**src/verilog/scr_pkg.sv**
```systemverilog
// Package with offsets, fields and constants of the system control registers
`default_nettype none
package scr_pkg;
    // ------------------------------------------------------------
    // Register byte offsets
    // ------------------------------------------------------------
    localparam logic [7:0] VTBO_OFF = 8'h08;
    localparam logic [7:0] AIRC_OFF = 8'h0c;
    localparam logic [7:0] LPC_OFF  = 8'h10;
    localparam logic [7:0] CFG_OFF  = 8'h14;
    localparam logic [7:0] HPR2_OFF = 8'h1c;
    localparam logic [7:0] HPR3_OFF = 8'h20;

    // ------------------------------------------------------------
    // Field positions and values
    // ------------------------------------------------------------
    localparam int          TBL_LSB     = 7;
    localparam int          KEY_LSB     = 16;
    localparam logic [15:0] WRITE_KEY   = 16'h05fa;
    localparam int          ORDER_BIT   = 15;
    localparam int          SYSRST_BIT  = 2;
    localparam int          EVPEND_BIT  = 4;
    localparam int          DEEP_BIT    = 2;
    localparam int          ONRET_BIT   = 1;
    localparam int          ALIGN_BIT   = 9;
    localparam int          TRAP_BIT    = 3;
    localparam int          PRI_A_LSB   = 30;
    localparam int          PRI_B_LSB   = 22;
    localparam logic [31:0] VTBO_RESET  = 32'h0000_0000;
    localparam logic [1:0]  PRI_RESET   = 2'h0;
    localparam logic [7:0]  RST_PULSE_CYC = 8'h04;
    localparam logic [1:0]  HTRANS_NSEQ = 2'h2;
    localparam logic [2:0]  HSIZE_WORD  = 3'h2;
endpackage : scr_pkg
`default_nettype wire

```
**src/verilog/scr_event_latch.sv**
```systemverilog
// Wake event latch and wake pulse generator
`timescale 1ns/1ps
`default_nettype none
module scr_event_latch (
    input  wire logic hclk,
    input  wire logic hresetn,
    input  wire logic event_on_pending,
    input  wire logic irq_pending_enabled,
    input  wire logic irq_pending_disabled,
    input  wire logic send_event_instruction,
    input  wire logic external_event,
    input  wire logic wait_for_event,
    output var  logic event_latched,
    output var  logic wake
);
    logic pend_event;
    logic any_event;

    // ------------------------------------------------------------
    // Event sources
    // ------------------------------------------------------------
    // Disabled interrupts only count when event on pending is set
    assign pend_event = irq_pending_enabled |
                        (event_on_pending & irq_pending_disabled);
    assign any_event  = pend_event | send_event_instruction
                        | external_event;

    // Latch events while not waiting; waiting clears the latch, even with a new event
    always_ff @(posedge hclk or negedge hresetn) begin
        if (!hresetn) begin
            event_latched <= 1'b0;
        end else if (any_event && !wait_for_event) begin
            event_latched <= 1'b1;
        end else if (wait_for_event) begin
            event_latched <= 1'b0;
        end
    end

    // Wake pulse on live or remembered event while waiting
    always_ff @(posedge hclk or negedge hresetn) begin
        if (!hresetn) begin
            wake <= 1'b0;
        end else begin
            wake <= wait_for_event & (any_event | event_latched);
        end
    end
endmodule : scr_event_latch
`default_nettype wire

```
**src/verilog/scr_regs.sv**
```systemverilog
// System control register bank with AHB-Lite slave
//
// Contract
// Vector offset holds bits 31:7 only
// Reset control write needs key 0x05FA
// Byte order bit reads zero, little-endian
// Writing 1 requests system reset
// Software writes zero to debug bit
// Event on pending admits disabled interrupts
// Pending event wakes or is latched
// Send event or external event wakes
// Deep select chooses sleep or deep
// Sleep on handler return when set
// Configuration register is read-only
// Stack alignment bit reads one
// Stacked status bit 9 records padding
// Misaligned trap bit reads one
// Priorities implement bits 7:6 only
// Priority values range 0 to 192
// Register two holds supervisor call priority
// Register three holds tick, pendable priorities
// Tick priority reserved without tick timer
// Software uses word access for priorities
// Reserved bits read zero, ignore writes
//
// The placing of the registers and register access over AHB-Lite were decided locally.
`timescale 1ns/1ps
`default_nettype none
module scr_regs #(
    parameter bit HAS_TICK_TIMER = 1'b1
) (
    input  wire logic        hclk,
    input  wire logic        hresetn,
    input  wire logic        hsel,
    input  wire logic [31:0] haddr,
    input  wire logic [1:0]  htrans,
    input  wire logic        hwrite,
    input  wire logic [2:0]  hsize,
    input  wire logic [31:0] hwdata,
    input  wire logic        hready,
    output var  logic [31:0] hrdata,
    output var  logic        hreadyout,
    output var  logic        hresp,
    input  wire logic        irq_pending_enabled,
    input  wire logic        irq_pending_disabled,
    input  wire logic        send_event_instruction,
    input  wire logic        external_event,
    input  wire logic        wait_for_event,
    input  wire logic        handler_return_to_thread,
    input  wire logic        exc_entry,
    input  wire logic        exc_return,
    input  wire logic        sp_bit2,
    input  wire logic        stacked_psr_bit9,
    input  wire logic        access_misaligned,
    output var  logic        wake,
    output var  logic        event_latched,
    output var  logic        sleep_req,
    output var  logic        deep_sleep_req,
    output var  logic        system_reset_request,
    output var  logic        hard_fault_exception,
    output var  logic        stacked_align_pad,
    output var  logic        return_align_pad,
    output var  logic [31:0] vector_table_base,
    output var  logic [1:0]  supervisor_call_priority,
    output var  logic [1:0]  pendable_service_priority,
    output var  logic [1:0]  tick_timer_priority
);
    // ------------------------------------------------------------
    // Storage
    // ------------------------------------------------------------
    logic [24:0] table_base_offset_field_reg;
    logic        event_on_pending_reg;
    logic        deep_low_power_select_reg;
    logic        low_power_on_handler_return_reg;
    logic [1:0]  pri_svc_reg;
    logic [1:0]  pri_pend_reg;
    logic [1:0]  pri_tick_reg;
    logic [7:0]  rst_cnt_reg;
    logic        wr_pend_reg;
    logic [7:0]  wr_off_reg;
    logic        wr_word_reg;
    logic        addr_ok;
    logic        wr_fire;
    logic        rd_fire;
    logic [31:0] rd_next;

    // ------------------------------------------------------------
    // Bus address phase
    // ------------------------------------------------------------
    assign addr_ok = hsel && hready && (htrans == scr_pkg::HTRANS_NSEQ);
    assign wr_fire = addr_ok && hwrite;
    assign rd_fire = addr_ok && !hwrite;

    // Pending flag marks the data phase of a write
    always_ff @(posedge hclk or negedge hresetn) begin
        if (!hresetn) begin
            wr_pend_reg <= 1'b0;
        end else begin
            wr_pend_reg <= wr_fire;
        end
    end

    // Capture write address; data arrives in the next cycle
    always_ff @(posedge hclk or negedge hresetn) begin
        if (!hresetn) begin
            wr_off_reg  <= 8'h00;
            wr_word_reg <= 1'b0;
        end else if (wr_fire) begin
            wr_off_reg  <= {haddr[7:2], 2'b00};
            wr_word_reg <= (hsize == scr_pkg::HSIZE_WORD);
        end
    end

    // Zero wait states
    always_ff @(posedge hclk or negedge hresetn) begin
        if (!hresetn) begin
            hreadyout <= 1'b1;
        end else begin
            hreadyout <= 1'b1;
        end
    end

    // Always OKAY; bad accesses are dropped, not refused
    always_ff @(posedge hclk or negedge hresetn) begin
        if (!hresetn) begin
            hresp <= 1'b0;
        end else begin
            hresp <= 1'b0;
        end
    end

    // ------------------------------------------------------------
    // Read mux
    // ------------------------------------------------------------
    // Unmapped offsets, key field and reserved bits read zero
    always_comb begin
        rd_next = 32'h0000_0000;
        unique case ({haddr[7:2], 2'b00})
            scr_pkg::VTBO_OFF:
                rd_next[31:scr_pkg::TBL_LSB] =
                    table_base_offset_field_reg;
            scr_pkg::AIRC_OFF: begin
                rd_next[scr_pkg::ORDER_BIT]  = 1'b0;
                rd_next[scr_pkg::SYSRST_BIT] = 1'b0;
            end
            scr_pkg::LPC_OFF: begin
                rd_next[scr_pkg::EVPEND_BIT] = event_on_pending_reg;
                rd_next[scr_pkg::DEEP_BIT]   = deep_low_power_select_reg;
                rd_next[scr_pkg::ONRET_BIT]  =
                    low_power_on_handler_return_reg;
            end
            scr_pkg::CFG_OFF: begin
                rd_next[scr_pkg::ALIGN_BIT] = 1'b1;
                rd_next[scr_pkg::TRAP_BIT]  = 1'b1;
            end
            scr_pkg::HPR2_OFF:
                rd_next[scr_pkg::PRI_A_LSB +: 2] = pri_svc_reg;
            scr_pkg::HPR3_OFF: begin
                rd_next[scr_pkg::PRI_A_LSB +: 2] = pri_tick_reg;
                rd_next[scr_pkg::PRI_B_LSB +: 2] = pri_pend_reg;
            end
            default: rd_next = 32'h0000_0000;
        endcase
    end

    // Read data registered at end of address phase
    always_ff @(posedge hclk or negedge hresetn) begin
        if (!hresetn) begin
            hrdata <= 32'h0000_0000;
        end else if (rd_fire) begin
            hrdata <= rd_next;
        end
    end

    // ------------------------------------------------------------
    // Writable registers
    // ------------------------------------------------------------
    // Vector table offset; low seven bits not stored
    always_ff @(posedge hclk or negedge hresetn) begin
        if (!hresetn) begin
            table_base_offset_field_reg <=
                scr_pkg::VTBO_RESET[31:scr_pkg::TBL_LSB];
        end else if (wr_pend_reg && wr_off_reg == scr_pkg::VTBO_OFF) begin
            table_base_offset_field_reg <=
                hwdata[31:scr_pkg::TBL_LSB];
        end
    end

    // Low-power control bits
    always_ff @(posedge hclk or negedge hresetn) begin
        if (!hresetn) begin
            event_on_pending_reg            <= 1'b0;
            deep_low_power_select_reg       <= 1'b0;
            low_power_on_handler_return_reg <= 1'b0;
        end else if (wr_pend_reg && wr_off_reg == scr_pkg::LPC_OFF) begin
            event_on_pending_reg <= hwdata[scr_pkg::EVPEND_BIT];
            deep_low_power_select_reg <= hwdata[scr_pkg::DEEP_BIT];
            low_power_on_handler_return_reg <=
                hwdata[scr_pkg::ONRET_BIT];
        end
    end

    // Priorities keep bits 7:6 only; sub-word writes dropped
    always_ff @(posedge hclk or negedge hresetn) begin
        if (!hresetn) begin
            pri_svc_reg <= scr_pkg::PRI_RESET;
        end else if (wr_pend_reg && wr_word_reg
                     && wr_off_reg == scr_pkg::HPR2_OFF) begin
            pri_svc_reg <= hwdata[scr_pkg::PRI_A_LSB +: 2];
        end
    end

    // Pendable service priority in register three
    always_ff @(posedge hclk or negedge hresetn) begin
        if (!hresetn) begin
            pri_pend_reg <= scr_pkg::PRI_RESET;
        end else if (wr_pend_reg && wr_word_reg
                     && wr_off_reg == scr_pkg::HPR3_OFF) begin
            pri_pend_reg <= hwdata[scr_pkg::PRI_B_LSB +: 2];
        end
    end

    // Tick priority stays zero when no tick timer is built
    always_ff @(posedge hclk or negedge hresetn) begin
        if (!hresetn) begin
            pri_tick_reg <= scr_pkg::PRI_RESET;
        end else if (HAS_TICK_TIMER && wr_pend_reg && wr_word_reg
                     && wr_off_reg == scr_pkg::HPR3_OFF) begin
            pri_tick_reg <= hwdata[scr_pkg::PRI_A_LSB +: 2];
        end
    end

    // Keyed reset request; counter sets the pulse length
    always_ff @(posedge hclk or negedge hresetn) begin
        if (!hresetn) begin
            rst_cnt_reg <= 8'h00;
        end else if (wr_pend_reg && wr_off_reg == scr_pkg::AIRC_OFF
                && hwdata[31:scr_pkg::KEY_LSB] == scr_pkg::WRITE_KEY
                && hwdata[scr_pkg::SYSRST_BIT]) begin
            rst_cnt_reg <= scr_pkg::RST_PULSE_CYC;
        end else if (rst_cnt_reg != 8'h00) begin
            rst_cnt_reg <= rst_cnt_reg - 8'h01;
        end
    end

    // Request follows the counter, so it leaves a flop
    always_ff @(posedge hclk or negedge hresetn) begin
        if (!hresetn) begin
            system_reset_request <= 1'b0;
        end else begin
            system_reset_request <= (rst_cnt_reg != 8'h00);
        end
    end

    // ------------------------------------------------------------
    // Core-facing outputs
    // ------------------------------------------------------------
    // Sleep entry on return to thread; mode picks deep or normal
    always_ff @(posedge hclk or negedge hresetn) begin
        if (!hresetn) begin
            sleep_req <= 1'b0;
        end else begin
            sleep_req <= handler_return_to_thread
                & low_power_on_handler_return_reg
                & !deep_low_power_select_reg;
        end
    end

    // Deep sleep takes the same trigger with the deep bit set
    always_ff @(posedge hclk or negedge hresetn) begin
        if (!hresetn) begin
            deep_sleep_req <= 1'b0;
        end else begin
            deep_sleep_req <= handler_return_to_thread
                & low_power_on_handler_return_reg
                & deep_low_power_select_reg;
        end
    end

    // Alignment padding recorded on exception entry
    always_ff @(posedge hclk or negedge hresetn) begin
        if (!hresetn) begin
            stacked_align_pad <= 1'b0;
        end else if (exc_entry) begin
            stacked_align_pad <= sp_bit2;
        end
    end

    // Stacked bit handed back on return to restore alignment
    always_ff @(posedge hclk or negedge hresetn) begin
        if (!hresetn) begin
            return_align_pad <= 1'b0;
        end else if (exc_return) begin
            return_align_pad <= stacked_psr_bit9;
        end
    end

    // Trap is fixed on, so every misaligned access faults
    always_ff @(posedge hclk or negedge hresetn) begin
        if (!hresetn) begin
            hard_fault_exception <= 1'b0;
        end else begin
            hard_fault_exception <= access_misaligned;
        end
    end

    // Vector base mirror; low seven bits always zero
    always_ff @(posedge hclk or negedge hresetn) begin
        if (!hresetn) begin
            vector_table_base <= scr_pkg::VTBO_RESET;
        end else begin
            vector_table_base <= {table_base_offset_field_reg, 7'h00};
        end
    end

    // Priority mirrors for the exception logic
    always_ff @(posedge hclk or negedge hresetn) begin
        if (!hresetn) begin
            supervisor_call_priority  <= scr_pkg::PRI_RESET;
            pendable_service_priority <= scr_pkg::PRI_RESET;
            tick_timer_priority       <= scr_pkg::PRI_RESET;
        end else begin
            supervisor_call_priority  <= pri_svc_reg;
            pendable_service_priority <= pri_pend_reg;
            tick_timer_priority       <= pri_tick_reg;
        end
    end

    // ------------------------------------------------------------
    // Wake logic
    // ------------------------------------------------------------
    scr_event_latch u_event (
        .hclk                   (hclk),
        .hresetn                (hresetn),
        .event_on_pending       (event_on_pending_reg),
        .irq_pending_enabled    (irq_pending_enabled),
        .irq_pending_disabled   (irq_pending_disabled),
        .send_event_instruction (send_event_instruction),
        .external_event         (external_event),
        .wait_for_event         (wait_for_event),
        .event_latched          (event_latched),
        .wake                   (wake)
    );
endmodule : scr_regs
`default_nettype wire

```
**config.mk**
```make
export PLATFORM = sky130hd
export DESIGN_NAME = scr_regs
export DESIGN_NICKNAME = d
export VERILOG_FILES = /design/src/verilog/scr_pkg.sv /design/src/verilog/scr_event_latch.sv /design/src/verilog/scr_regs.sv
export SDC_FILE = /design/constraint.sdc
export NUM_CORES = 1
export LEC_CHECK = 0
export BUFFER_PORTS_ARGS = -buffer_cell sky130_fd_sc_hd__buf_2
export CELL_PAD_IN_SITES_DETAIL_PLACEMENT = 0
export CELL_PAD_IN_SITES_GLOBAL_PLACEMENT = 2
export CORE_AREA = 3 3 122 124
export CTS_CLUSTER_DIAMETER = 60
export DETAILED_ROUTE_END_ITERATION = 7
export DIE_AREA = 0 0 125 127
export HOLD_SLACK_MARGIN = 0.06
export PLACE_DENSITY = 0.88
export SYNTH_ARGS = -nofsm -noshare
export SYNTH_HDL_FRONTEND = slang
export SYNTH_SLANG_ARGS = --single-unit
```
**constraint.sdc**
```tcl
create_clock -name hclk -period 1.8 [get_ports hclk]
set_input_delay 0.54 -clock hclk [delete_from_list [all_inputs] [get_ports hclk]]
set_output_delay 0.54 -clock hclk [all_outputs]
set_load 0.02 [all_outputs]
```
======== After elaboration in Yosys (flattened, before gate mapping) ========
Cells that the tools add are included.
operators by class
  $add $sub $neg .......................... 1
  multiply operators ...................... 0
  div/mod/pow operators ................... 0
  $lt $le $gt $ge ......................... 0
  eq/ne operators ......................... 13
  shifts and indexed selects .............. 0
  mux-type cells .......................... 16
  bitwise operators ....................... 9
  reductions and logical operators ........ 19
operators by type and width
  kind                                                                     number
  6-bit by 3-bit equality test with 1-bit output, second input constant    5
  6-bit by 2-bit equality test with 1-bit output, second input constant    3
  16-bit by 11-bit equality test with 1-bit output, second input constant  1
  8-bit 2-to-1 mux                                                         2
  1-bit logical AND                                                        13
  6-bit by 4-bit equality test with 1-bit output, second input constant    2
  6-bit 2-to-1 mux                                                         2
  8-bit nonzero test                                                       1
  8-bit by 1-bit subtractor with 8-bit output, second input constant       1
  1-bit 2-to-1 mux                                                         7
  2-bit case mux with 3 select lines                                       1
  1-bit AND                                                                5
  5-bit 2-to-1 mux                                                         1
  1-bit bitwise OR                                                         4
  2-bit case mux with 2 select lines                                       1
  2-bit nonzero test                                                       2
  3-bit by 2-bit equality test with 1-bit output, second input constant    1
  1-bit logical NOT                                                        3
  2-bit equality test, second input constant                               1
  2-bit 2-to-1 mux                                                         1
  1-bit case mux with 2 select lines                                       1
word-level totals
  register bits ........................... 118
  bits in latches ......................... 0
  RAM bits ................................ 0
  bits in read-only memories .............. 0
  input bits .............................. 85
  output and inout bits ................... 80
  logic and storage cells ................. 82
  memories kept ........................... 0

======== Logic depth before layout (Yosys ltp) ========
Gate-level depths: netlist of run 1.
  depth in word-level cells ............... 6
  depth in mapped cells ................... 6
  depth with buffers taken out ............ 6

======== Hierarchy ========
Synthesis of run 1 repeated with hierarchy kept, for this count alone.
second synthesis, totals
  cell total of the unflattened synthesis .. 312
  area total of the unflattened synthesis .. 4435.5 um^2
by module, submodules not included
  module           times used  cells an instance  area each (um^2)  sequential area each (um^2)
  scr_regs         1           306                4356.7            2902.8
  scr_event_latch  1           6                  78.8              50.0

======== Least setup slack after synthesis of run 1 ========
Ideal clock, no wire load.
  kind .................................... input port to flip-flop
  start ................................... input htrans[0]
  end ..................................... register hrdata[24]
  setup time .............................. 0.121 ns
  arrival time ............................ 1.526 ns
  data required time ...................... 1.679 ns
  setup slack ............................. 0.153 ns
  stages on the path ...................... 5
  buffers on the path ..................... 2
  cell sequence ........................... nand4b_1 nand2b_1 clkbuf_1 buf_2 a22o_1
between the ends
  word-level cells in the longest chain between the ends .. 3
RTL lines
  element               line             text
  start, declared       scr_regs.sv:36   input wire logic [1:0] htrans,
  2-bit equality test   scr_regs.sv:90   assign addr_ok = hsel && hready && (htrans == scr_pkg::HTRANS_NSEQ);
  1-bit logical AND     scr_regs.sv:90
  1-bit logical AND     scr_regs.sv:92   assign rd_fire = addr_ok && !hwrite;
  end signal, assigned  scr_regs.sv:171  hrdata <= rd_next;
  end, declared         scr_regs.sv:41   output var logic [31:0] hrdata,
Every way passes these cells.
A chain may end at the register's enable or synchronous reset.

======== Worst setup path after layout of run 1 ========
  start ................................... register rst_cnt_reg[0]
  end ..................................... register rst_cnt_reg[6]
between the ends
  word-level cells in the longest chain between the ends .. 3
  elaborated cells on any way between the ends .. 5
  those cells by class .................... add/sub: 1; mux: 2; reduce/logical: 2
RTL lines
  element                                      line             text
  start, declared                              scr_regs.sv:78   logic [7:0] rst_cnt_reg;
  start signal, assigned                       scr_regs.sv:240  rst_cnt_reg <= scr_pkg::RST_PULSE_CYC;
  start signal, assigned                       scr_regs.sv:242  rst_cnt_reg <= rst_cnt_reg - 8'h01;
  8-bit by 1-bit subtractor with 8-bit output  scr_regs.sv:242
  8-bit 2-to-1 mux                             scr_regs.sv:241  end else if (rst_cnt_reg != 8'h00) begin
  8-bit 2-to-1 mux                             scr_regs.sv:237  end else if (wr_pend_reg && wr_off_reg == scr_pkg::AIRC_OFF
Several ways; a longest one is shown, not always the timed one. The select of a mux whose other input is x is not followed.

==> metrics list, run 1 <==
- Run status: finished clean
- After detailed routing, the average wire length per cell comes to 15.24 um.
- Final-layout fill cell count: 1311
- Most common cell after layout, fill and taps aside: sky130_fd_sc_hd__buf_2
* Post-Place Cells: 617
* Power per Cell Area: around 1100 nW/um^2
* Fmax: a little over 600 MHz
* DRT iter0 DRCs: 102
- The routed layout has 2967 vias.
- Clock-pin slew was measured on the worst setup and hold paths at 0.05 ns.
- Cell types with the largest area share after synthesis: sky130_fd_sc_hd__dfrtp_1 66%, sky130_fd_sc_hd__mux2_2 5.6%, sky130_fd_sc_hd__mux2_1 5.1%
- Using the TritonRoute via totals, the vias-per-cell ratio works out to 4.565.
- Die Ht: 127 um
* Combined global-route utilization of all metal layers: 0.1286
* Antenna violations before repair: 0
- Number of detailed-route iterations in the first pass: 4
* Area added between synthesis and finish: 34.06%
- The congestion estimate from routability-driven global placement came to 0.7301.
* Antenna Cells: 0
* Net switching fraction of the power: 0.2373
* Final layout net count: 544
* Static Leakage: 2.928 nW
* Max reg flops: 29
- Row generation in the floorplan step produced 43 rows.
- Buffer count from post-CTS setup fixing: 0
- Once detail routing completed, the nets flagged for antenna violations numbered 0.
- Pin placement for this block handled 165 I/O pins.
- Multi-input logic area: 1373 sq um
- Kind of critical path: register to register
- Netlist area before placement: 4442 sq um
- The count of final hold-check violations is 0.
- The die covers around 16000 sq um.
- The core region is about 14000 sq um.
- In the final layout, the share of cells above drive strength 1 is 0.4383.
- Worst min path class: primary input to register
- The startpoint identified for the worst register-to-register timing path is rst_cnt_reg[0].
- Post-synth EDFFs: 0
* Element type at the critical path start: register
* Share of the clock period used by the worst path: 0.9082
- After synthesis, the share of flip-flops with an asynchronous set or reset is 1.000.
- The clock drives 118 sinks.
- Yosys printed 0 warnings.
* Sequential power share: 0.444
- Req. time, crit path: 2.08 ns
- Fin cells: 650
- In the final layout, flip-flops and latches occupy slightly below 3000 sq um.
- For the pin with the worst max-slew slack, the measured transition is 0.4887 ns.
- The initial utilization of the core area, before any placement, comes to 0.3200.
* RSZ-0062 raised after global routing: false
- After detailed placement, the total cell area comes to around 5400 sq um.
- Largest vdd supply drop: 594.2 uV
- CP startpoint: rst_cnt_reg[0]
* Max-cap violation count: 0
- Insertion delay to the later sink of the worst-skew pair: between 0.3 and 0.4 ns
* Max-slew headroom at the worst pin: 0.6715
- In this run the deepest clock path goes through 2 buffers.
- Share of the synthesized area in the top cell type: 0.6648
- Remaining DRCs: 0
- Clock tree synthesis inserted a total of 17 buffers.
* Fin area: 5954 sq um
- Detailed Route WL: just under 10000 um
* Commonest cells after routing, fill and taps aside: 121 x sky130_fd_sc_hd__buf_2, 118 x sky130_fd_sc_hd__dfrtp_1, 24 x sky130_fd_sc_hd__nor2_1
- The clock arrives with roughly 0.0085 ns of skew.
- Post-Synthesis Mean Instance Area: between 10 and 15 sq um
- The final max-slew violation count is 0.
- Clock tree from TritonCTS: done
* Maximum level of the CTS H-tree: 4
- Endpoint type of the worst setup path: register
- In this run the worst path has a maximum fanout of 4.
- Input/output buffers: 122
- The number of global-route vias before repair is 3094.
* Final number of setup-violating endpoints: 0
- First-pass GRT wire length: 15990 um
- Die extent in x: between 100 and 150 um
- Proportion of power drawn by the clock network: 0.482
* Library cell with the largest summed area after synthesis: sky130_fd_sc_hd__dfrtp_1
- The total overflow left after global routing is 0.
* Share of the yosys chip area belonging to registers: 0.6648
- After synthesis the netlist holds a flip-flop and latch count of 118.
- Worst path arrival time: between 1.5 and 2 ns
- Net switching power: 1.553 mW
- In the synthesized netlist the dominant register cell turns out to be sky130_fd_sc_hd__dfrtp_1.
- Startpoint of the worst hold path: access_misaligned
- In the synthesized netlist, the number of instances is 309.
* Proportion of power drawn by combinational gates: 0.075
- The HPWL after detailed placement is 7258 um.
* Clk root buf: sky130_fd_sc_hd__clkbuf_16
- Unique masters post-synth: 45
* Internal power of the cells: roughly 5 mW
- Final min period: 1.635 ns
- Entering global routing, the biggest net connects 71 pins.
final timing paths:
check	to	slack, ns	cells after the start
max in group asynchronous	hrdata[22]	0.64	3
worst max register to register	rst_cnt_reg[6]	0.17	6
worst min register to register	vector_table_base[8]	0.39	0
worst min-delay path	hard_fault_exception	0.25	1
min in group asynchronous	hrdata[17]	0.54	2
worst max-delay path	rst_cnt_reg[6]	0.17	6
synth_stat cells (2+ instances only):
cell type and instances:
sky130_fd_sc_hd__nor2b_1 2, sky130_fd_sc_hd__buf_2 4, sky130_fd_sc_hd__dfrtp_1 118, sky130_fd_sc_hd__and3_2 2
sky130_fd_sc_hd__nand2_1 8, sky130_fd_sc_hd__conb_1 2, sky130_fd_sc_hd__nor2_1 24, sky130_fd_sc_hd__a221oi_1 2
sky130_fd_sc_hd__buf_4 14, sky130_fd_sc_hd__clkbuf_1 3, sky130_fd_sc_hd__mux2_1 20, sky130_fd_sc_hd__nor3_1 5
sky130_fd_sc_hd__a21oi_1 8, sky130_fd_sc_hd__mux2i_1 3, sky130_fd_sc_hd__a211oi_1 4, sky130_fd_sc_hd__inv_1 6
sky130_fd_sc_hd__nor4b_4 2, sky130_fd_sc_hd__ha_1 2, sky130_fd_sc_hd__nand3_1 4, sky130_fd_sc_hd__o21ai_0 4
sky130_fd_sc_hd__a22o_1 23, sky130_fd_sc_hd__or3_1 2, sky130_fd_sc_hd__mux2_2 22, sky130_fd_sc_hd__nand4b_1 3
sky130_fd_sc_hd__nor3b_1 2
area by class of cell:
cell class                      count  share of cell area
Sequential cell                   118              0.4959
Multi-Input combinational cell    174              0.2305
Timing Repair Buffer              140              0.1366
Clock buffer                       20             0.07838
Tap cell                          180             0.03782
Clock inverter                     12             0.01702
Inverter                            6            0.003782
layer usage:
| layer | up-vias | wire length (um) | global-route usage |
|---|---|---|---|
| met2 | 95 | 5014 | 0.2183 |
| met3 | 7 | 565 | 0.04682 |
| li1 | 1379 | - | - |
| met1 | 1486 | 4233 | 0.1554 |
| met5 | - | 0 | 0 |
| met4 | 0 | 91 | 0.03635 |
cells by family (layout without fill, tap and decap cells):
kind of cell,count (synthesis),count (layout),share of synthesized area
and+or+nand+nor,71,71,0.1039
AOI/OAI and AO/OA,43,43,0.07296
other,2,12,0.001691
muxes,45,45,0.1132
buffers and inverters,27,178,0.03577
DFF,118,118,0.6648
xor gates and xnor gates,1,1,0.001972
adders and majority gates,2,2,0.005633
worst max-delay path, stage by stage, from the launching register on:
cell and delay [ns]:
sky130_fd_sc_hd__dfrtp_1 0.41, sky130_fd_sc_hd__inv_1 0.10, sky130_fd_sc_hd__ha_1 0.18, sky130_fd_sc_hd__or3b_1 0.41
sky130_fd_sc_hd__nor3_2 0.16, sky130_fd_sc_hd__mux2i_1 0.21, sky130_fd_sc_hd__nor2_1 0.05
power groups by stage:
stage / clock network, mW / logic (mW) / registers [mW]
after global routing: 3.37 / 0.540 / 2.92
after detailed placement: 0 / 0.499 / 2.95
after CTS: 3.24 / 0.503 / 2.91
after global placement: 0 / 0.491 / 2.94
after floorplan: 0 / 0.175 / 3.02
final: 3.15 / 0.490 / 2.90
per-stage QoR:
| step | TNS [ns] | hold WS (ns) | power (mW) | setup slack, ns | util |
|---|---|---|---|---|---|
| final | 0 | 0.2480 | 6.546 | 0.1652 | 0.4290 |
| after global routing | 0 | 0.2259 | 6.833 | 0.03531 | 0.4290 |
| after CTS | 0 | 0.2291 | 6.645 | 0.07672 | 0.4286 |
| after detailed placement | -2.067 | 0.3840 | 3.450 | -0.09680 | 0.3870 |
| after global placement | -2.369 | 0.3791 | 3.431 | -0.1056 | 0.3870 |
| after floorplan | 0 | 0.2444 | 3.190 | 0.1533 | - |
timing repair:
action,CTS,global route
endpoints found under the setup margin,0,1
endpoints found under the hold margin,12,0
hold buffers,1,0
resized for setup,0,1
Power figures use the tool's default switching activity.
==> run 2: changes to the inputs <==
--- a/config.mk
+++ b/config.mk
@@ -16,4 +16,5 @@
 export PLACE_DENSITY = 0.88
 export SYNTH_ARGS = -nofsm -noshare
 export SYNTH_HDL_FRONTEND = slang
+export SYNTH_HIERARCHICAL = 1
 export SYNTH_SLANG_ARGS = --single-unit
==> run 2 against run 1 <==
Against the previous run:
- maximum frequency fell by 6.4%
- power rose by 10%
- sequential cell count did not move
- synthesized cell count rose by 0.97%
- area after synthesis fell by 0.14%
- global-route usage rose by 0.77 points
- clock power rose by 17%
- critical path type unchanged
==> metrics list, run 2 <==
- In this run the worst path has a maximum fanout of 7.
- Detailed routing inserted a total of ~3.0k vias.
- Post-Synthesis Mean Instance Area: 14.22 sq um
- Netlist area before placement: between 4000 and 5000 sq um
- Most common cell after layout, fill and taps aside: sky130_fd_sc_hd__buf_2
* Fin area: 6058 sq um
* Detailed Route WL: 10410 um
- Of the cells placed in the final design, the portion with a size suffix greater than 1 is 0.5218.
- Max reg flops: 29
- Die Ht: approximately 130 um
* Cell types with the largest area share after synthesis: sky130_fd_sc_hd__dfrtp_1 67%, sky130_fd_sc_hd__mux2_2 11%, sky130_fd_sc_hd__a22o_2 4.5%
* Input/output buffers: 122
- Summed over all failing endpoints, the final setup total negative slack is 0 ns.
* Clock tree from TritonCTS: done
- Critical path buffers and inverters: 1
- Die area: approximately 16000 sq um
- The cell sitting at the root of the clock tree is a sky130_fd_sc_hd__clkbuf_16.
* Starting utilization of the core area: 0.3195
- In the layout the commonest cells are 121 x sky130_fd_sc_hd__buf_2, 118 x sky130_fd_sc_hd__dfrtp_1, 42 x sky130_fd_sc_hd__mux2_2.
- Worst min path class: primary input to register
- Clock Tree Buf Depth: 2
- Register bit total from synthesis: 118
- In this run, synthesis inferred 0 flip-flops with an integrated enable.
- In this run the power density over the cells is between 1000 and 1500 nW/um^2.
- Remaining DRCs: 0
* Grt ovf: 0
- For this run, the leading register cell type out of synthesis is sky130_fd_sc_hd__dfrtp_1.
- Final layout net count: 555
- The area growth from synthesis to layout is 36.59%.
* Number of buffers created by CTS: 17
* Standard cell area after detailed placement: 5379 sq um
* Clock input transition at the sequential cells of the worst setup and hold paths: 0.05 ns
- In this run the static leakage power is 3.143 nW.
* Min setup slack post-route: 0.05323 ns
- HPWL after detailed placement: 7532 um
- Unique masters post-synth: 42
* Final min period: around 1.7 ns
- Final Max Tran Viols: 0
* Post-DRT Antenna Nets: 0
- Share of the synthesized area in the top cell type: 0.6657
- Across the run, the number of max-cap violations was 0.
- Wirelength per Cell: 15.75 um
* Fin util: 0.4365
- Pin count of the biggest net entering global routing: 42
- Critical Path Slowest Stage Cell: sky130_fd_sc_hd__dfrtp_1
* Req. time, crit path: 2.09 ns
- Final-layout fill cell count: about 1.3k
* Row Count: 43
* Worst path arrival time: 2.04 ns
- Prior to clock tree synthesis, the placed netlist has a worst setup slack of -0.1609 ns.
- The largest total area in the synthesized netlist belongs to sky130_fd_sc_hd__dfrtp_1.
- In this run, the number of DRC markers left after iteration 0 of detailed routing was 127.
- Met1 Wirelength: 4591 um
* Met3 Routed Length: 625 um
- In this run the top signal layer used is met4.
* Run status: finished clean
- Worst reg-to-reg path cell count: 5
- Top cells by instance count after synthesis: 118 x sky130_fd_sc_hd__dfrtp_1, 42 x sky130_fd_sc_hd__mux2_2, 20 x sky130_fd_sc_hd__a22o_2, 20 x sky130_fd_sc_hd__nand2_1, 20 x sky130_fd_sc_hd__nor2_1
* Vias per cell: 4.528
- Number of detailed-route iterations in the first pass: 4
- Count of boundary I/O pins: 165
- The number of global-route vias before repair was ~3.1k.
* Element type at the critical path start: register
* Weighted congestion reported at the end of routability-driven placement: 0.7275
- Total power for the finished layout comes to 7.203 mW.
* Top-count cell post-synth: sky130_fd_sc_hd__dfrtp_1
* Depth of the critical timing path with buffers and inverters included: 5
- In the finished design, the share of the clock period the worst path needs comes to 0.9704.
- Wire segments on met2 add up to 5078 um in the final route.
* Largest vdd supply drop: 517.0 uV
- The number of antenna violations at the first check in global routing is 0.
* Insertion delay to the later sink of the worst-skew pair: 0.41 ns
- Along the worst hold path, the cell count comes to 1.
* Kind of critical path: register to register
* Fraction of registers with async set or reset after synthesis: 1.000
- Area of the core region: 13880 sq um
- Final number of setup-violating endpoints: 0
- On the final layout, the worst clock skew is 0.007524 ns.
* Fmax: 572.5 MHz
* Maximum single-stage delay on the critical path: 0.42 ns
* Die extent in x: 125 um
- Post-Synthesis Cells: 312
- The H-tree was split into 4 levels.
- Antenna Cells: 0
- The first global-routing pass estimated 16760 um of wire.
- Endpoint type of the worst setup path: register
- For this run, the register share of the synthesized area comes to 0.6657.
- Combined global-route utilization of all metal layers: 0.1364
- The critical path goes through nor3_4 -> nand4b_1 -> nor2_2 -> buf_4 -> mux2_2.
- Broken down by cell family, the worst path's largest delay share belongs to simple AND/OR/NAND/NOR gates.
- Warnings from Yosys: 6
- The tree built by TritonCTS fans out to 118 sinks.
- The count of final hold-check violations is 0.
## run 2: cell type report
| cell class | instances | area (sq um) | share of cell area |
|---|---|---|---|
| Sequential cell | 118 | 2953 | 0.4874 |
| Multi-Input combinational cell | 179 | 1370 | 0.2261 |
| Clock inverter | 14 | 221.5 | 0.03656 |
| Tap cell | 180 | 225.2 | 0.03717 |
| Timing Repair Buffer | 147 | 840.8 | 0.1388 |
| Inverter | 5 | 18.77 | 0.003098 |
| Clock buffer | 18 | 429.2 | 0.07084 |
## run 2: worst paths after layout
kind | startpoint | endpoint | slack (ns)
max in group asynchronous | hresetn | vector_table_base[11] | 0.65
max | wr_off_reg[5] | table_base_offset_field_reg[20] | 0.05
max reg2reg | wr_off_reg[5] | table_base_offset_field_reg[20] | 0.05
min reg2reg | table_base_offset_field_reg[1] | vector_table_base[8] | 0.39
min | access_misaligned | hard_fault_exception | 0.24
min in group asynchronous | hresetn | low_power_on_handler_return_reg | 0.59
## run 2: logic make-up (layout without fill, tap and decap cells)
| kind of cell | after synthesis | in the layout | share of synthesized area |
|---|---|---|---|
| mux | 43 | 43 | 0.1089 |
| buf+inv | 25 | 184 | 0.03639 |
| compound gates | 47 | 47 | 0.08209 |
| fa+ha+maj | 2 | 2 | 0.005641 |
| other cells | 2 | 12 | 0.001693 |
| xor+xnor | 2 | 2 | 0.003950 |
| flops | 118 | 118 | 0.6657 |
| simple gates | 73 | 73 | 0.09563 |
## run 2: worst register-to-register path, stage by stage (launching register included)
cell	delay, ns
sky130_fd_sc_hd__dfrtp_1	0.42
sky130_fd_sc_hd__nor3_4	0.27
sky130_fd_sc_hd__nand4b_1	0.18
sky130_fd_sc_hd__nor2_2	0.21
sky130_fd_sc_hd__buf_4	0.21
sky130_fd_sc_hd__mux2_2	0.35
## run 2: metal layers
metal | vias to the layer above | GRT usage
met4 | 0 | 0.05421
met5 | - | 0
met3 | 11 | 0.04640
li1 | 1415 | -
met1 | 1475 | 0.1697
met2 | 92 | 0.2202
## run 2: what timing repair did
action                                 4_1_cts  5_1_grt
gates resized for setup                      0        2
hold buffers                                 1        0
setup endpoints to repair                    0       27
setup buffers                                0        1
endpoints found under the hold margin       21        0
## run 2: power breakdown
group          total, mW  switching, mW  internal, mW
logic              0.549          0.321         0.228
registers           2.95          0.120          2.83
clock network       3.70           1.23          2.47
total               7.20           1.67          5.53
## run 2: metrics by stage
stage                     hold slack [ns]  std cells
after CTS                          0.2164        660
after floorplan                    0.2444        322
after detailed placement           0.3817        627
after global routing               0.2242        661
after global placement             0.3758        627
final                              0.2366        661
==> run 3: changes to the inputs <==
--- a/config.mk
+++ b/config.mk
@@ -5,15 +5,17 @@
 export SDC_FILE = /design/constraint.sdc
 export NUM_CORES = 1
 export LEC_CHECK = 0
+export ABC_AREA = 1
 export BUFFER_PORTS_ARGS = -buffer_cell sky130_fd_sc_hd__buf_2
+export CAP_MARGIN = 25
 export CELL_PAD_IN_SITES_DETAIL_PLACEMENT = 0
 export CELL_PAD_IN_SITES_GLOBAL_PLACEMENT = 2
-export CORE_AREA = 3 3 122 124
+export CORE_AREA = 3 3 126 128
 export CTS_CLUSTER_DIAMETER = 60
 export DETAILED_ROUTE_END_ITERATION = 7
-export DIE_AREA = 0 0 125 127
+export DIE_AREA = 0 0 129 131
 export HOLD_SLACK_MARGIN = 0.06
-export PLACE_DENSITY = 0.88
+export PLACE_DENSITY = 0.93
 export SYNTH_ARGS = -nofsm -noshare
 export SYNTH_HDL_FRONTEND = slang
 export SYNTH_HIERARCHICAL = 1
==> constraint.sdc (replaced) <==
create_clock -name hclk -period 2.22 [get_ports hclk]
set_input_delay 0.666 -clock hclk [delete_from_list [all_inputs] [get_ports hclk]]
set_output_delay 0.666 -clock hclk [all_outputs]
set_load 0.02 [all_outputs]
==> run 3 against run 2 <==
Against the previous run:
- setup slack improved by 0.54 ns
- combinational power fell by 11%
- synthesized cell count rose by 53%
- hold slack improved by 0.0047 ns
- non-clock buffer count fell by 16
- via count rose by 20%
- register-to-register slack improved by 0.63 ns
- utilization fell by 2.5 points
- sequential power fell by 20%
- critical path depth fell by 4
- critical endpoint is now hrdata[7]
==> metrics list, run 3 <==
- Synth Area in XOR/XNOR: 0.001853
- Number of global-route vias before repair: between 3k and 4k
- After synthesis, the share of cell area in mux cells is 0.004766.
* Clock input transition at the sequential cells of the worst setup and hold paths: 0.05 ns
* Buffer count from post-CTS setup fixing: 0
- Prior to clock tree synthesis, the placed netlist has a worst setup slack of 0.3217 ns.
* Top-count cell post-synth: sky130_fd_sc_hd__dfrtp_1
- Summed over all failing endpoints, the final setup total negative slack is 0 ns.
- In the final routed layout, each cell accounts on average for 13.71 um.
* Element type at the critical path start: register
- Post-synth EDFFs: 0
- Critical path buffers and inverters: 1
- Clock latency on the worst-skew pair, taken at its later pin, is roughly 0.4 ns.
- Based on the critical path, the design can be clocked at up to 613.3 MHz.
- By area, the combinational part of the netlist is dominated by simple AND/OR/NAND/NOR gates.
- Remaining DRCs: 0
* Critical Path Slowest Stage Cell: sky130_fd_sc_hd__dfrtp_1
* Die area: between 15000 and 20000 sq um
- Number of buffers inserted by hold repair at cts: 0
- Top cells by instance count after synthesis: 118 x sky130_fd_sc_hd__dfrtp_1, 111 x sky130_fd_sc_hd__nand2_1, 64 x sky130_fd_sc_hd__inv_1
- Sinks on the clock net: 118
- The initial utilization of the core area, before any placement, comes to 0.3155.
- Vias per cell: 4.425
- Final Hold Vio Count: 0
- The die is about 130 um tall.
- Max-cap violation count: 0
- Number of gates resized after cts: 0
* Input/output buffers: approximately 120
* Power per Cell Area: 938.5 nW/um^2
* Die extent in x: 129 um
* Static Leakage: approximately 3.1 nW
- Of all cell types, the one taking the most synthesized area is sky130_fd_sc_hd__dfrtp_1.
- Setup violations remaining at the end of the flow were counted as 0.
- Maximum level of the CTS H-tree: 4
- Warnings from Yosys: 6
* Final min period: around 1.6 ns
- From synthesis to final layout, the design area changed by 30.42%.
* Max-slew headroom at the worst pin: 0.5685
- Fin util: 0.4115
* Weighted congestion reported at the end of routability-driven placement: 0.7777
- Share of synthesized cell area in and, or, nand and nor gates: 0.1816
- In the global route stage, overall resource usage came out at 0.1403.
* Most common cell after layout, fill and taps aside: sky130_fd_sc_hd__buf_2
* Req. time, crit path: between 1.5 and 2 ns
* Antenna Cells: 0
* Row Count: 45
- For the pin with the worst max-slew slack, the measured transition is 0.6463 ns.
- Post-Synthesis Mean Instance Area: 9.907 sq um
* Largest vdd supply drop: 548.1 uV
- After routing the design area is 6163 sq um.
* Grt ovf: 0
* Final layout net count: 700
- In this run the worst path has a maximum fanout of 2.
- The share of synthesized area in the top cell type comes to 0.6248.
- The number of clock buffers added by TritonCTS is 17.
* Antenna violations before repair: 0
- The root buffer cell chosen for the clock tree is sky130_fd_sc_hd__clkbuf_16.
* Dominant synthesized flop cell: sky130_fd_sc_hd__dfrtp_1
* Synthesized-area fraction occupied by adder cells: 0.005295
- Synthesis instantiated 27 different standard cells from the library.
- The first global-routing pass estimated around 18000 um of wire.
- Setup repair after global routing left no endpoint under its margin.
- Summing over every cut layer, the via total after detailed routing is around 3.6k.
- Run status: finished clean
- Netlist area before placement: around 4700 sq um
* Crit-path cells: buf_2
- Routed signal wires occupy layers up through met4.
* Detailed Route WL: approximately 11000 um
* Fraction of the mapped netlist area in compound gates: 0.08949
- After floorplanning, the core was sized to cover 14980 sq um.
- Before antenna repair, the detailed router went through 4 iterations.
- Post-DRT Antenna Nets: 0
- Clock Tree Buf Depth: 2
* Max reg flops: 29
- Synthesis produced 477 cells.
- STA classifies the critical path endpoint as an output pin.
- Of the cells placed in the final design, the portion with a size suffix greater than 1 is 0.3179.
- HPWL after detailed placement: 8117 um
- The worst setup path is of the register to output pin kind.
- Share of the yosys chip area belonging to registers: 0.6248
* Pin count of the biggest net entering global routing: 49
- The detailed router put a total of 4835 um of wire on met1.
- Fraction of registers with async set or reset after synthesis: 1.000
- In this run the worst hold path is classified as primary input to async pin.
* Register bit total from synthesis: 118
* Final Max Tran Viols: 0
- In this design, the stage delay of the slowest critical-path cell is 0.39 ns.
- Detailed routing placed a total of 604 um of wire on met3.
- The design draws 5.784 mW.
- Share of the clock period used by the worst path: 0.7344
- WL met2: roughly 5500 um
* Commonest cells after routing, fill and taps aside: 121 x sky130_fd_sc_hd__buf_2, 118 x sky130_fd_sc_hd__dfrtp_1, 111 x sky130_fd_sc_hd__nand2_1
- The placed instances occupy a cell area of 5524 sq um.
- Among cell families on the critical path, the largest total delay comes from flip-flops.
* Cell types with the largest area share after synthesis: sky130_fd_sc_hd__dfrtp_1 62%, sky130_fd_sc_hd__nand2_1 8.8%, sky130_fd_sc_hd__inv_1 5.1%
- At the worst endpoint, the arrival time is 0.96 ns.
* Max Clock Skew: between 0.003 and 0.004 ns
* Min setup slack post-route: 0.5896 ns
- The first routing iteration left 126 violations.
- TritonCTS built the clock tree.
- For this design the top-level I/O count stands at 165.
run 3: cell types whose count changed in the layout (fill, tap and decap cells not counted), sizes merged, moves of 20 or more:
cell and change:
inv +58, nor2 +21, o21ai +53, nand2 +93
a22o -20, mux2 -40
run 3: worst paths after layout:
| kind | from | end | slack (ns) | depth (start not counted) |
|---|---|---|---|---|
| max in group asynchronous | hresetn | hrdata[22] | 1.33 | 2 |
| min reg2reg | table_base_offset_field_reg[8] | vector_table_base[15] | 0.37 | 0 |
| max | hrdata[7] | hrdata[7] | 0.59 | 1 |
| min | hresetn | vector_table_base[14] | 0.24 | 1 |
| min in group hclk | table_base_offset_field_reg[8] | vector_table_base[15] | 0.37 | 0 |
| max reg2reg | wr_off_reg[7] | table_base_offset_field_reg[20] | 0.68 | 5 |
run 3: cells by family after synthesis:
| group | count (synthesis) |
|---|---|
| and+or+nand+nor | 194 |
| AOI/OAI and AO/OA | 68 |
| buffers and inverters | 90 |
| other | 2 |
| DFF | 118 |
| muxes | 2 |
| adders and majority gates | 2 |
| xor gates and xnor gates | 1 |
run 3: area by class of cell:
type                            count  area (sq um)
Clock buffer                       20         466.7
Clock inverter                     12         172.7
Fill cell                        1493          8813
Inverter                           66         247.7
Multi-Input combinational cell    279          1383
Sequential cell                   118          2953
Tap cell                          188         235.2
Timing Repair Buffer              131         705.7
run 3: routing by layer:
metal	vias to the layer above	GRT usage
met4	0	0.05930
met2	99	0.2305
met1	1727	0.1726
met3	18	0.04187
met5	-	0
li1	1758	-
run 3: power by group:
part           switching, mW  internal, mW
clock network          0.962          1.96
registers             0.0702          2.30
logic                  0.337         0.155
total                   1.37          4.42
run 3: per-stage QoR:
step | std cells | hold WS, ns
after global routing | 814 | 0.2574
after CTS | 814 | 0.2434
after global placement | 782 | 0.3571
after floorplan | 487 | 0.3537
final | 814 | 0.2413
after detailed placement | 782 | 0.3605
